===== config.mk =====
export PLATFORM = sky130hd
export DESIGN_NAME = scer_ctrl
export DESIGN_NICKNAME = d
export VERILOG_FILES = /design/src/rtl/scer_pkg.sv /design/src/rtl/scer_if.sv /design/src/rtl/scer_err_pulse.sv /design/src/rtl/scer_pend_hs.sv /design/src/rtl/scer_ctrl.sv
export SDC_FILE = /design/constraint.sdc
export NUM_CORES = 1
export LEC_CHECK = 0
export BUFFER_PORTS_ARGS = -buffer_cell sky130_fd_sc_hd__buf_2
export CAP_MARGIN = 10
export CORE_MARGIN = 8
export CORE_UTILIZATION = 50
export CTS_BUF_LIST = sky130_fd_sc_hd__clkbuf_8
export CTS_CLUSTER_SIZE = 25
export DETAILED_ROUTE_END_ITERATION = 6
export PLACE_DENSITY = 0.9
export SLEW_MARGIN = 20
export SYNTH_ARGS = -nofsm -noshare
export SYNTH_HDL_FRONTEND = slang
export SYNTH_HIERARCHICAL = 1
export SYNTH_SLANG_ARGS = --single-unit

===== constraint.sdc =====
create_clock -name mclk -period 4.57 [get_ports mclk]
set_input_delay 0.2285 -clock mclk [delete_from_list [all_inputs] [get_ports mclk]]
set_output_delay 0.2285 -clock mclk [all_outputs]
set_load 0.005 [all_outputs]

===== src/rtl/scer_pkg.sv =====
// Package of constants for the completion error report controller.
package scer_pkg;
  // ==========================================================================
  // Error flag bit positions
  localparam int ERR_W          = 7;
  localparam int ERR_CTO_REC    = 0;
  localparam int ERR_CTO_NOREC  = 1;
  localparam int ERR_CA         = 2;
  localparam int ERR_UNEXP_CPL  = 3;
  localparam int ERR_UR_POSTED  = 4;
  localparam int ERR_UR_NP      = 5;
  localparam int ERR_LOG_HDR    = 6;
  // ==========================================================================
  // Widths and reset values
  localparam int HDR_W          = 128;
  localparam int VF_OFS_W       = 11;
  localparam int PF_NUM_DEF     = 4;
  localparam int PF_IDX_W_DEF   = 2;
  localparam int VF_COUNT_DEF   = 2048;
  localparam logic [ERR_W-1:0] ERR_RST = 7'h00;
  // ==========================================================================
  // Request state machine
  typedef enum logic [1:0] {SCER_IDLE, SCER_WAIT, SCER_DROP} scer_state_type;
endpackage : scer_pkg


===== src/rtl/scer_if.sv =====
// Interface carrying error report pulses between the controller and its helper.
`timescale 1ns/1ps
interface scer_err_if
  import scer_pkg::*;
#(
  parameter int PF_IDX_W = PF_IDX_W_DEF
);
  logic                ur_posted;
  logic                ur_np;
  logic                log_hdr;
  logic                is_vf;
  logic [PF_IDX_W-1:0] pf_idx;
  logic [VF_OFS_W-1:0] vf_ofs;
  logic [HDR_W-1:0]    hdr;
  logic                fire;
  modport src (output ur_posted, ur_np, log_hdr, is_vf, pf_idx, vf_ofs, hdr, fire);
  modport dst (input  ur_posted, ur_np, log_hdr, is_vf, pf_idx, vf_ofs, hdr, fire);
endinterface : scer_err_if


===== src/rtl/scer_err_pulse.sv =====
// Error flag pulse generator: turns a request into one-cycle flag pulses.
`timescale 1ns/1ps
module scer_err_pulse
  import scer_pkg::*;
#(
  parameter int PF_IDX_W = PF_IDX_W_DEF
)(
  // Clock and reset
  input  wire logic                mclk,
  input  wire logic                rst,
  // Request
  scer_err_if.dst                  req,
  // Outputs toward the bridge
  output logic [ERR_W-1:0]         err_flags_r,
  output logic [PF_IDX_W-1:0]      err_pf_index_r,
  output logic                     err_is_virtual_fn_r,
  output logic [VF_OFS_W-1:0]      err_vf_offset_r,
  output logic [HDR_W-1:0]         err_hdr_r
);
  // ==========================================================================
  // Flag pulse; the request is one cycle, so each flag is one cycle.
  always_ff @(posedge mclk or posedge rst) begin
    if (rst) begin
      err_flags_r <= ERR_RST;
    end else begin
      err_flags_r <= '0;
      if (req.fire) begin
        err_flags_r[ERR_UR_POSTED] <= req.ur_posted;
        err_flags_r[ERR_UR_NP]     <= req.ur_np;
        err_flags_r[ERR_LOG_HDR]   <= req.log_hdr & (req.ur_posted | req.ur_np);
      end
    end
  end
  // ==========================================================================
  // Function identity and header, loaded with the flags and held until the next report.
  always_ff @(posedge mclk or posedge rst) begin
    if (rst) begin
      err_pf_index_r      <= '0;
      err_is_virtual_fn_r <= 1'b0;
      err_vf_offset_r     <= '0;
      err_hdr_r           <= '0;
    end else if (req.fire) begin
      err_pf_index_r      <= req.pf_idx;
      err_is_virtual_fn_r <= req.is_vf;
      err_vf_offset_r     <= req.is_vf ? req.vf_ofs : '0;
      err_hdr_r           <= req.hdr;
    end
  end
  // Back to back reports are legal, so each flag cycle must be owed to its own request.
  a_flag_one_cycle: assert property (@(posedge mclk) disable iff (rst)
    err_flags_r[ERR_UR_POSTED] |-> ($past(req.fire) && $past(req.ur_posted)))
    else $error("Posted error flag without its own request.");
  a_np_one_cycle: assert property (@(posedge mclk) disable iff (rst)
    err_flags_r[ERR_UR_NP] |-> ($past(req.fire) && $past(req.ur_np)))
    else $error("Non-posted error flag without its own request.");
  a_log_with_err: assert property (@(posedge mclk) disable iff (rst)
    err_flags_r[ERR_LOG_HDR] |-> (err_flags_r[ERR_UR_POSTED] | err_flags_r[ERR_UR_NP]))
    else $error("Header log flag without an error flag.");
endmodule : scer_err_pulse


===== src/rtl/scer_pend_hs.sv =====
// Request and acknowledge handshake for VF completion-pending updates.
`timescale 1ns/1ps
module scer_pend_hs
  import scer_pkg::*;
#(
  parameter int PF_IDX_W = PF_IDX_W_DEF
)(
  // Clock and reset
  input  wire logic                mclk,
  input  wire logic                rst,
  // User side
  input  wire logic                upd_valid,
  input  wire logic                upd_value,
  input  wire logic [PF_IDX_W-1:0] upd_pf,
  input  wire logic [VF_OFS_W-1:0] upd_vf,
  output logic                     upd_ready,
  // Bridge side
  input  wire logic                ack_s,
  output logic                     vf_pending_change_req_r,
  output logic                     vf_pending_value_r,
  output logic [PF_IDX_W-1:0]      vf_pending_pf_index_r,
  output logic [VF_OFS_W-1:0]      vf_pending_vf_offset_r,
  output logic                     done
);
  scer_state_type state_r;
  // ==========================================================================
  // The drop state gives one idle cycle so the bridge never sees
  // two updates merged into one long request.
  assign upd_ready = (state_r == SCER_IDLE);
  assign done      = (state_r == SCER_WAIT) && ack_s;
  always_ff @(posedge mclk or posedge rst) begin
    if (rst) begin
      state_r                 <= SCER_IDLE;
      vf_pending_change_req_r <= 1'b0;
      vf_pending_value_r      <= 1'b0;
      vf_pending_pf_index_r   <= '0;
      vf_pending_vf_offset_r  <= '0;
    end else begin
      case (state_r)
        SCER_IDLE: begin
          if (upd_valid) begin
            vf_pending_change_req_r <= 1'b1;
            vf_pending_value_r      <= upd_value;
            vf_pending_pf_index_r   <= upd_pf;
            vf_pending_vf_offset_r  <= upd_vf;
            state_r                 <= SCER_WAIT;
          end
        end
        SCER_WAIT: begin
          if (ack_s) begin
            vf_pending_change_req_r <= 1'b0;
            state_r                 <= SCER_DROP;
          end
        end
        SCER_DROP: begin
          state_r <= SCER_IDLE;
        end
        default: begin
          state_r <= SCER_IDLE;
        end
      endcase
    end
  end
  a_req_held: assert property (@(posedge mclk) disable iff (rst)
    (vf_pending_change_req_r && !ack_s) |=> vf_pending_change_req_r)
    else $error("Change request dropped before acknowledge.");
  a_req_drop: assert property (@(posedge mclk) disable iff (rst)
    (vf_pending_change_req_r && ack_s) |=> !vf_pending_change_req_r ##1 !vf_pending_change_req_r)
    else $error("Change request not dropped after acknowledge.");
  a_data_stable: assert property (@(posedge mclk) disable iff (rst)
    (vf_pending_change_req_r && $past(vf_pending_change_req_r)) |->
      $stable({vf_pending_value_r, vf_pending_pf_index_r, vf_pending_vf_offset_r}))
    else $error("Pending data changed while request high.");
endmodule : scer_pend_hs


===== src/rtl/scer_ctrl.sv =====
// Application-side controller reporting completion errors and pending status.
`timescale 1ns/1ps
module scer_ctrl
  import scer_pkg::*;
#(
  parameter int PF_NUM   = PF_NUM_DEF,
  parameter int PF_IDX_W = PF_IDX_W_DEF,
  parameter int VF_COUNT = VF_COUNT_DEF
)(
  // Clock and reset
  input  wire logic                mclk,
  input  wire logic                rst,
  // User error report
  input  wire logic                rep_valid,
  input  wire logic                rep_ur_posted,
  input  wire logic                rep_ur_np,
  input  wire logic                rep_log_hdr,
  input  wire logic                rep_is_vf,
  input  wire logic [PF_IDX_W-1:0] rep_pf,
  input  wire logic [VF_OFS_W-1:0] rep_vf,
  input  wire logic [HDR_W-1:0]    rep_hdr,
  output logic                     rep_reject_r,
  // User per-PF outstanding requests
  input  wire logic [PF_NUM-1:0]   np_issue,
  input  wire logic [PF_NUM-1:0]   np_complete,
  // User VF pending update
  input  wire logic                upd_valid,
  input  wire logic                upd_value,
  input  wire logic [PF_IDX_W-1:0] upd_pf,
  input  wire logic [VF_OFS_W-1:0] upd_vf,
  output logic                     upd_ready_r,
  output logic                     upd_done_r,
  // Bridge side
  output logic [ERR_W-1:0]         err_flags_r,
  output logic [PF_IDX_W-1:0]      err_pf_index_r,
  output logic                     err_is_virtual_fn_r,
  output logic [VF_OFS_W-1:0]      err_vf_offset_r,
  output logic [HDR_W-1:0]         err_hdr_r,
  output logic [PF_NUM-1:0]        pf_completion_outstanding_r,
  output logic                     vf_pending_change_req_r,
  output logic                     vf_pending_value_r,
  output logic [PF_IDX_W-1:0]      vf_pending_pf_index_r,
  output logic [VF_OFS_W-1:0]      vf_pending_vf_offset_r,
  input  wire logic                vf_pending_change_ack
);
  localparam int CNT_W = 8;
  localparam logic [VF_OFS_W-1:0] VF_MAX = VF_OFS_W'(VF_COUNT - 1);
  // ==========================================================================
  // Acknowledge comes from the bridge on the same clock, so no synchroniser.
  scer_err_if #(.PF_IDX_W(PF_IDX_W)) eif ();
  logic rep_ok;
  logic upd_ready;
  logic upd_done;
  // Offsets outside the attached VF set are refused rather than reported.
  assign rep_ok = !rep_is_vf || (rep_vf <= VF_MAX);
  assign eif.fire      = rep_valid && rep_ok && (rep_ur_posted || rep_ur_np);
  assign eif.ur_posted = rep_ur_posted;
  assign eif.ur_np     = rep_ur_np;
  assign eif.log_hdr   = rep_log_hdr;
  assign eif.is_vf     = rep_is_vf;
  assign eif.pf_idx    = rep_pf;
  assign eif.vf_ofs    = rep_vf;
  assign eif.hdr       = rep_hdr;
  always_ff @(posedge mclk or posedge rst) begin
    if (rst) begin
      rep_reject_r <= 1'b0;
    end else begin
      rep_reject_r <= rep_valid && !rep_ok;
    end
  end
  scer_err_pulse #(.PF_IDX_W(PF_IDX_W)) u_err (
    .mclk                (mclk),
    .rst                 (rst),
    .req                 (eif),
    .err_flags_r         (err_flags_r),
    .err_pf_index_r      (err_pf_index_r),
    .err_is_virtual_fn_r (err_is_virtual_fn_r),
    .err_vf_offset_r     (err_vf_offset_r),
    .err_hdr_r           (err_hdr_r)
  );
  // ==========================================================================
  // Per-PF outstanding counters. Counter saturates; the user must keep
  // fewer than 256 non-posted requests open per PF.
  genvar gi;
  generate
    for (gi = 0; gi < PF_NUM; gi++) begin : g_pf
      logic [CNT_W-1:0] cnt_r;
      logic [CNT_W-1:0] cnt_nxt;
      always_comb begin
        cnt_nxt = cnt_r;
        if (np_issue[gi] && !np_complete[gi] && cnt_r != '1) begin
          cnt_nxt = cnt_r + CNT_W'(1);
        end else if (!np_issue[gi] && np_complete[gi] && cnt_r != '0) begin
          cnt_nxt = cnt_r - CNT_W'(1);
        end
      end
      always_ff @(posedge mclk or posedge rst) begin
        if (rst) begin
          cnt_r                           <= '0;
          pf_completion_outstanding_r[gi] <= 1'b0;
        end else begin
          cnt_r                           <= cnt_nxt;
          pf_completion_outstanding_r[gi] <= (cnt_nxt != '0);
        end
      end
      a_pend_bit: assert property (@(posedge mclk) disable iff (rst)
        (np_issue[gi] && !np_complete[gi]) |=> pf_completion_outstanding_r[gi])
        else $error("Outstanding flag not set after a new request.");
    end
  endgenerate
  // ==========================================================================
  // VF pending change handshake.
  scer_pend_hs #(.PF_IDX_W(PF_IDX_W)) u_hs (
    .mclk                    (mclk),
    .rst                     (rst),
    .upd_valid               (upd_valid),
    .upd_value               (upd_value),
    .upd_pf                  (upd_pf),
    .upd_vf                  (upd_vf),
    .upd_ready               (upd_ready),
    .ack_s                   (vf_pending_change_ack),
    .vf_pending_change_req_r (vf_pending_change_req_r),
    .vf_pending_value_r      (vf_pending_value_r),
    .vf_pending_pf_index_r   (vf_pending_pf_index_r),
    .vf_pending_vf_offset_r  (vf_pending_vf_offset_r),
    .done                    (upd_done)
  );
  always_ff @(posedge mclk or posedge rst) begin
    if (rst) begin
      upd_ready_r <= 1'b0;
      upd_done_r  <= 1'b0;
    end else begin
      upd_ready_r <= upd_ready && !upd_valid;
      upd_done_r  <= upd_done;
    end
  end
  a_done_pulse: assert property (@(posedge mclk) disable iff (rst)
    upd_done_r |-> ($past(vf_pending_change_ack) && !vf_pending_change_req_r) ##1 !upd_done_r)
    else $error("Update done not a single pulse after acknowledge.");
  a_vf_range: assert property (@(posedge mclk) disable iff (rst)
    err_is_virtual_fn_r |-> err_vf_offset_r <= VF_MAX)
    else $error("Reported VF offset out of range.");
endmodule : scer_ctrl


==> results.json, run 1 <==
{
  "synth_top_family_by_area": "multiplexers",
  "critPathKind": "register to register",
  "synthMuxAreaShare_pct": 21.3,
  "synth_compound_area_share_pct": 7.34,
  "ys_ff_latch": 201,
  "cts_root_buffer": "clkbuf_8",
  "cp-start-kind": "register",
  "avgSynthCellArea_sq_um": 13.7,
  "die_h_um": 151,
  "ys_warn_count": 6,
  "num_rows": 49,
  "cp.arrival_ns": 3.29,
  "hold_path_class": "input port to register",
  "nNetsFinal": 1358,
  "syn_inst": 660,
  "ys_seq_area_share_pct": 55.6,
  "track_usage_pct": 28.5,
  "grt_max_degree": 73,
  "drtIter0Drc": 472,
  "final_util_pct": 74.1,
  "crit_fanout": 6,
  "yosysMostFrequentCell": "dfrtp_1",
  "holdWs_ns": 0.202,
  "grt_pass1_wl_mm": 49.6,
  "clk_pin_slew_ns": 0.05,
  "async_flop_share_pct": 100,
  "setup-tns-final_ns": 0,
  "finalSetupViolCount": 0,
  "die_w_um": 151,
  "synth_edf_count": 0,
  "synth_cell_types": 70,
  "cpMostUsedCell": "or4_1",
  "critPathMaxStageDelay_ns": 0.50,
  "avgRoutedWirePerCell_um": 23.5,
  "total_power_mw": 5.78,
  "post-route-cell-area_sq_um": 13200,
  "drive_above_1_share_pct": 46.6,
  "antenna_found_initial": 12,
  "cts_buffers": 36,
  "cp.required_ns": 4.94,
  "dpl_cell_area_sq_um": 10900,
  "crit_buf_inv": 1,
  "p_per_area_nw_per_um2": 438,
  "cts_sinks": 201,
  "max_slew_margin_pct": 36.3,
  "cts_hold_buf": 162,
  "rsz0062_at_grt": "false",
  "drc_errors": 0,
  "synth_xor_area_share_pct": 1.94,
  "synth_top_cell_area_share_pct": 55.6,
  "vias": 8017,
  "p_leak_nw": 6.40,
  "fill_cells": 1076,
  "grt_pass1_vias": 8635,
  "final_hold_viol_count": 0,
  "place.detailed.hpwl_mm": 19.9,
  "slowest_stage": "or4b_4",
  "die_area_sq_um": 22700,
  "routed_wl_mm": 33.9,
  "synthAdderAreaFrac_pct": 1.66,
  "clk_path_buf_depth": 3,
  "fin_crit_ns": 2.92,
  "run_status": "complete, no violations",
  "end_kind": "register",
  "cts_tree": "done",
  "ant_nets": 0,
  "timing.final.crit_share_pct": 64.0,
  "synth-simple-area-share_pct": 8.58,
  "grt_overflow_total": 0,
  "path_delay_family": "simple AND/OR/NAND/NOR gates",
  "finClkSkew_ns": 0.0236,
  "ir_worst_vdd_uv": 352,
  "syn_area_sq_um": 9050,
  "final_max_slew_viol_count": 0,
  "fmax_mhz": 342,
  "firstDrtPassIters": 5,
  "worst_pin_slew_ns": 0.955,
  "max-cap-violations": 0,
  "area_growth_pct": 46.1,
  "yosysTopAreaCell": "dfrtp_1",
  "crit_chain": "inv_1 -> ha_1 -> or4b_4 -> o41ai_4 -> o22ai_1 -> xor2_1 -> or4_1 -> or4_1",
  "cts_resized": 0,
  "place_congestion": 0.854,
  "pin_count": 343,
  "cts_max_level": 2,
  "io_buffers": 338,
  "netlist_top_cells_count": "dfrtp_1, mux2_2, mux2_4",
  "synth-main-ff-cell": "dfrtp_1",
  "vias_per_cell": 5.56,
  "synth_area_leaders": "dfrtp_1, mux2_4, mux2_2",
  "core_area_sq_um": 17800,
  "cts_setup_buffers": 0,
  "clock_latency_ns": 0.52,
  "initial_core_util_pct": 50.7
}
==> worst reg2reg max path: stages, from the launching register on <==
cell and delay, ns:
dfrtp_1 0.43, inv_1 0.16, ha_1 0.15, or4b_4 0.50, o41ai_4 0.37, o22ai_1 0.17
xor2_1 0.17, or4_1 0.45, or4_1 0.40
==> where the power goes <==
part	switching [mW]	internal, mW
clock network	0.773	0.888
logic	0.739	0.820
registers	0.434	2.13
==> metal layers <==
metal / GRT usage, % / vias up / wire [um]
met5: 0 / - / 0
met4: 17.3 / 0 / 1970
met3: 8.21 / 162 / 3160
met2: 50.4 / 469 / 17500
met1: 29.5 / 3956 / 11300
li1: - / 3430 / -
==> worst paths after layout <==
kind                                                                  to  cells after the start  slack (ns)                             from
worst max-delay path            pf_completion_outstanding_r[1]$_DFF_PP0_                      8        1.65       g_pf[1].cnt_r[0]$_DFF_PP0_
worst min-delay path                          g_pf[0].cnt_r[6]$_DFF_PP0_                      4        0.20                   np_complete[0]
worst max register to register  pf_completion_outstanding_r[1]$_DFF_PP0_                      8        1.65       g_pf[1].cnt_r[0]$_DFF_PP0_
worst min register to register           u_err/err_hdr_r[22]$_DFFE_PP0P_                      1        0.50  u_err/err_hdr_r[22]$_DFFE_PP0P_
max in group asynchronous                u_err/err_hdr_r[22]$_DFFE_PP0P_                      4        3.08                              rst
min in group asynchronous                u_err/err_hdr_r[19]$_DFFE_PP0P_                      3        0.43                              rst
==> sequential cells by signal (all words and copies together), names as in the netlist <==
name,cells
u_hs/vf_pending_pf_index_r,2
u_hs/vf_pending_vf_offset_r,11
u_err/err_hdr_r,128
u_hs/vf_pending_value_r,1
upd_ready_r,1
u_err/err_vf_offset_r,11
u_err/err_is_virtual_fn_r,1
u_hs/vf_pending_change_req_r,1
upd_done_r,1
u_err/err_pf_index_r,2
u_hs/state_r,2
g_pf.cnt_r,32
u_err/err_flags_r,3
pf_completion_outstanding_r,4
rep_reject_r,1
==> cell type report <==
cell class              instances  area (sq um)  share of cell area [%]
flip-flops and latches        201          5030                    38.1
multi-input cells             409          3720                    28.1
repair buffers                506          3370                    25.5
clock buffers                  45           619                    4.69
well taps                     229           287                    2.17
inverters                      20          80.1                   0.606
clock inverters                17          77.6                   0.587
diodes                         14          35.0                   0.265
==> cells in the final DEF (no fill, tap or decap), types with 8 or more instances in the layout <==
cell type / count
a22o_1: 12
and2_1: 8
buf_2: 338
clkbuf_8: 45
dfrtp_1: 201
diode_2: 14
dlygate4sd3_1: 162
ha_1: 12
inv_1: 29
mux2_2: 78
mux2_4: 67
nand2_1: 19
nand3_1: 13
nor2_1: 27
o21ai_0: 13
or4_1: 8
xnor2_1: 14
==> cells by family (layout without fill, tap and decap cells) <==
family	after synthesis	after routing
flops	201	201
buf+inv	53	588
mux	149	149
other cells	2	19
simple gates	136	136
compound gates	87	87
xor+xnor	20	20
fa+ha+maj	12	12
==> metrics by stage <==
stage	cells	worst slack (ns)
floorplan	663	0.447
global placement	1203	1.74
detailed placement	1203	1.66
CTS	1427	1.65
global route	1439	1.52
finish	1441	1.65
Power figures use the tool's default switching activity.
==> run 2: changes to the inputs <==
==> constraint.sdc (replaced) <==
create_clock -name mclk -period 2.9 [get_ports mclk]
set_input_delay 0.145 -clock mclk [delete_from_list [all_inputs] [get_ports mclk]]
set_output_delay 0.145 -clock mclk [all_outputs]
set_load 0.005 [all_outputs]
==> run 2 against run 1 <==
  * Via count fell by 0.12%
  * Utilization rose by 0.49 points
  * Cell area is 0.66% higher
  * Critical endpoint unchanged
  * Highest routed layer unchanged
==> results.json, run 2 (same netlist as run 1, synthesis figures left out) <==
{
  "io_buffers": 338,
  "initial_core_util_pct": 50.7,
  "max-cap-violations": 0,
  "cts_buffers": 36,
  "die_w_um": 151,
  "rsz0062_at_grt": "false",
  "num_rows": 49,
  "die_h_um": 151,
  "regMostFlops": "u_err/err_hdr_r",
  "core_area_sq_um": 17800,
  "cp.arrival_ns": 3.12,
  "antenna_found_initial": 5,
  "cp-start-kind": "register",
  "pin_count": 343,
  "finalSetupViolCount": 0,
  "place_congestion": 0.858,
  "crit_fanout": 5,
  "cts_sinks": 201,
  "ir_worst_vdd_uv": 527,
  "hold_path_class": "input port to register",
  "drive_above_1_share_pct": 47.1,
  "area_growth_pct": 47.1,
  "total_power_mw": 9.23,
  "grt_overflow_total": 0,
  "largest_reg_flops": 128,
  "cts_max_level": 2,
  "cts_root_buffer": "clkbuf_8",
  "drc_errors": 0,
  "die_area_sq_um": 22700,
  "fmax_mhz": 364,
  "grt_pass1_wl_mm": 52.0,
  "cp.required_ns": 3.27,
  "grt_max_degree": 59,
  "holdWs_ns": 0.113,
  "worst_pin_slew_ns": 0.910,
  "timing.final.crit_share_pct": 94.7,
  "nNetsFinal": 1368,
  "fill_cells": 1043,
  "clk_path_buf_depth": 3,
  "final_cell_mix": "buf_2, dfrtp_1, dlygate4sd3_1",
  "vias": 8007,
  "final_max_slew_viol_count": 0,
  "p_per_area_nw_per_um2": 694,
  "routed_wl_mm": 35.2,
  "cts_tree": "done",
  "clk_pin_slew_ns": 0.05,
  "avgRoutedWirePerCell_um": 24.4,
  "place.detailed.hpwl_mm": 20.3,
  "mostFrequentLayoutCell": "buf_2",
  "finClkSkew_ns": 0.00908,
  "ant_nets": 0,
  "fin_crit_ns": 2.75,
  "p_leak_nw": 6.44,
  "max_slew_margin_pct": 39.2,
  "reg_top3": "u_err/err_hdr_r: 128 flops, g_pf.cnt_r: 32 flops",
  "end_kind": "register",
  "clock_latency_ns": 0.51,
  "run_status": "complete, no violations",
  "firstDrtPassIters": 5,
  "grt_pass1_vias": 8816,
  "critPathKind": "register to register",
  "final_hold_viol_count": 0,
  "vias_per_cell": 5.56,
  "drtIter0Drc": 461,
  "track_usage_pct": 30.2
}
==> run 2: per-stage QoR <==
step                      utilization [%]  std cells  area (sq um)  TNS (ns)  worst slack (ns)
after floorplan                         -        663          9060         0             0.152
after global placement               61.5       1213         11000         0             0.109
after detailed placement             61.5       1213         11000   -0.0194           -0.0194
after CTS                            74.4       1433         13300         0            0.0384
after global routing                 74.5       1439         13300         0            0.0293
final                                74.6       1441         13300         0             0.154
==> run 2: path summary, 6_finish.rpt <==
kind	depth (start not counted)	endpoint	start	slack, ns
min in group asynchronous	3	u_hs/state_r[1]$_DFFE_PP0P_	rst	0.33
min reg2reg	1	u_err/err_hdr_r[43]$_DFFE_PP0P_	u_err/err_hdr_r[43]$_DFFE_PP0P_	0.50
max	8	pf_completion_outstanding_r[1]$_DFF_PP0_	g_pf[1].cnt_r[1]$_DFF_PP0_	0.15
max in group asynchronous	4	u_err/err_hdr_r[110]$_DFFE_PP0P_	rst	1.69
max reg2reg	8	pf_completion_outstanding_r[1]$_DFF_PP0_	g_pf[1].cnt_r[1]$_DFF_PP0_	0.15
min	4	g_pf[0].cnt_r[6]$_DFF_PP0_	np_complete[0]	0.11
==> run 2: critical path: stages (launching register included) <==
cell and delay [ns]:
dfrtp_1 0.38, inv_1 0.11, ha_1 0.18, or4b_4 0.52
o41ai_4 0.25, o22ai_1 0.15, xor2_1 0.17, or4_1 0.46
or4_1 0.39
==> run 2: area by class of cell <==
type,count,area [sq um],area share (%)
repair buffers,516,3480,26.2
diodes,8,20.0,0.150
inverters,20,78.8,0.593
well taps,229,287,2.15
clock inverters,15,92.6,0.696
clock buffers,43,592,4.45
flip-flops and latches,201,5030,37.8
multi-input cells,409,3720,28.0
==> run 2: timing repair <==
item | 4_1_cts | 5_1_grt
gates resized for setup | 0 | 3
endpoints found under the setup margin | 1 | 2
hold buffers | 161 | 0
endpoints found under the hold margin | 254 | 0
pin swaps | 1 | 1
buffers inserted | 1 | 0
==> run 2: routing by layer <==
metal  share of wire (%)  vias up  track usage (%)
li1                    -     3435                -
met1                  33     3911             31.8
met2                  51      506             52.6
met3                  10      155             9.50
met4                 5.3        0             17.6
met5                   0        -                0
==> run 2: power by group <==
| part | leakage [nW] | internal [mW] | switching [mW] |
|---|---|---|---|
| Sequential | 2.38 | 3.36 | 0.660 |
| Clock | 0.391 | 1.42 | 1.20 |
| Combinational | 3.67 | 1.35 | 1.24 |
| Total | 6.44 | 6.13 | 3.10 |
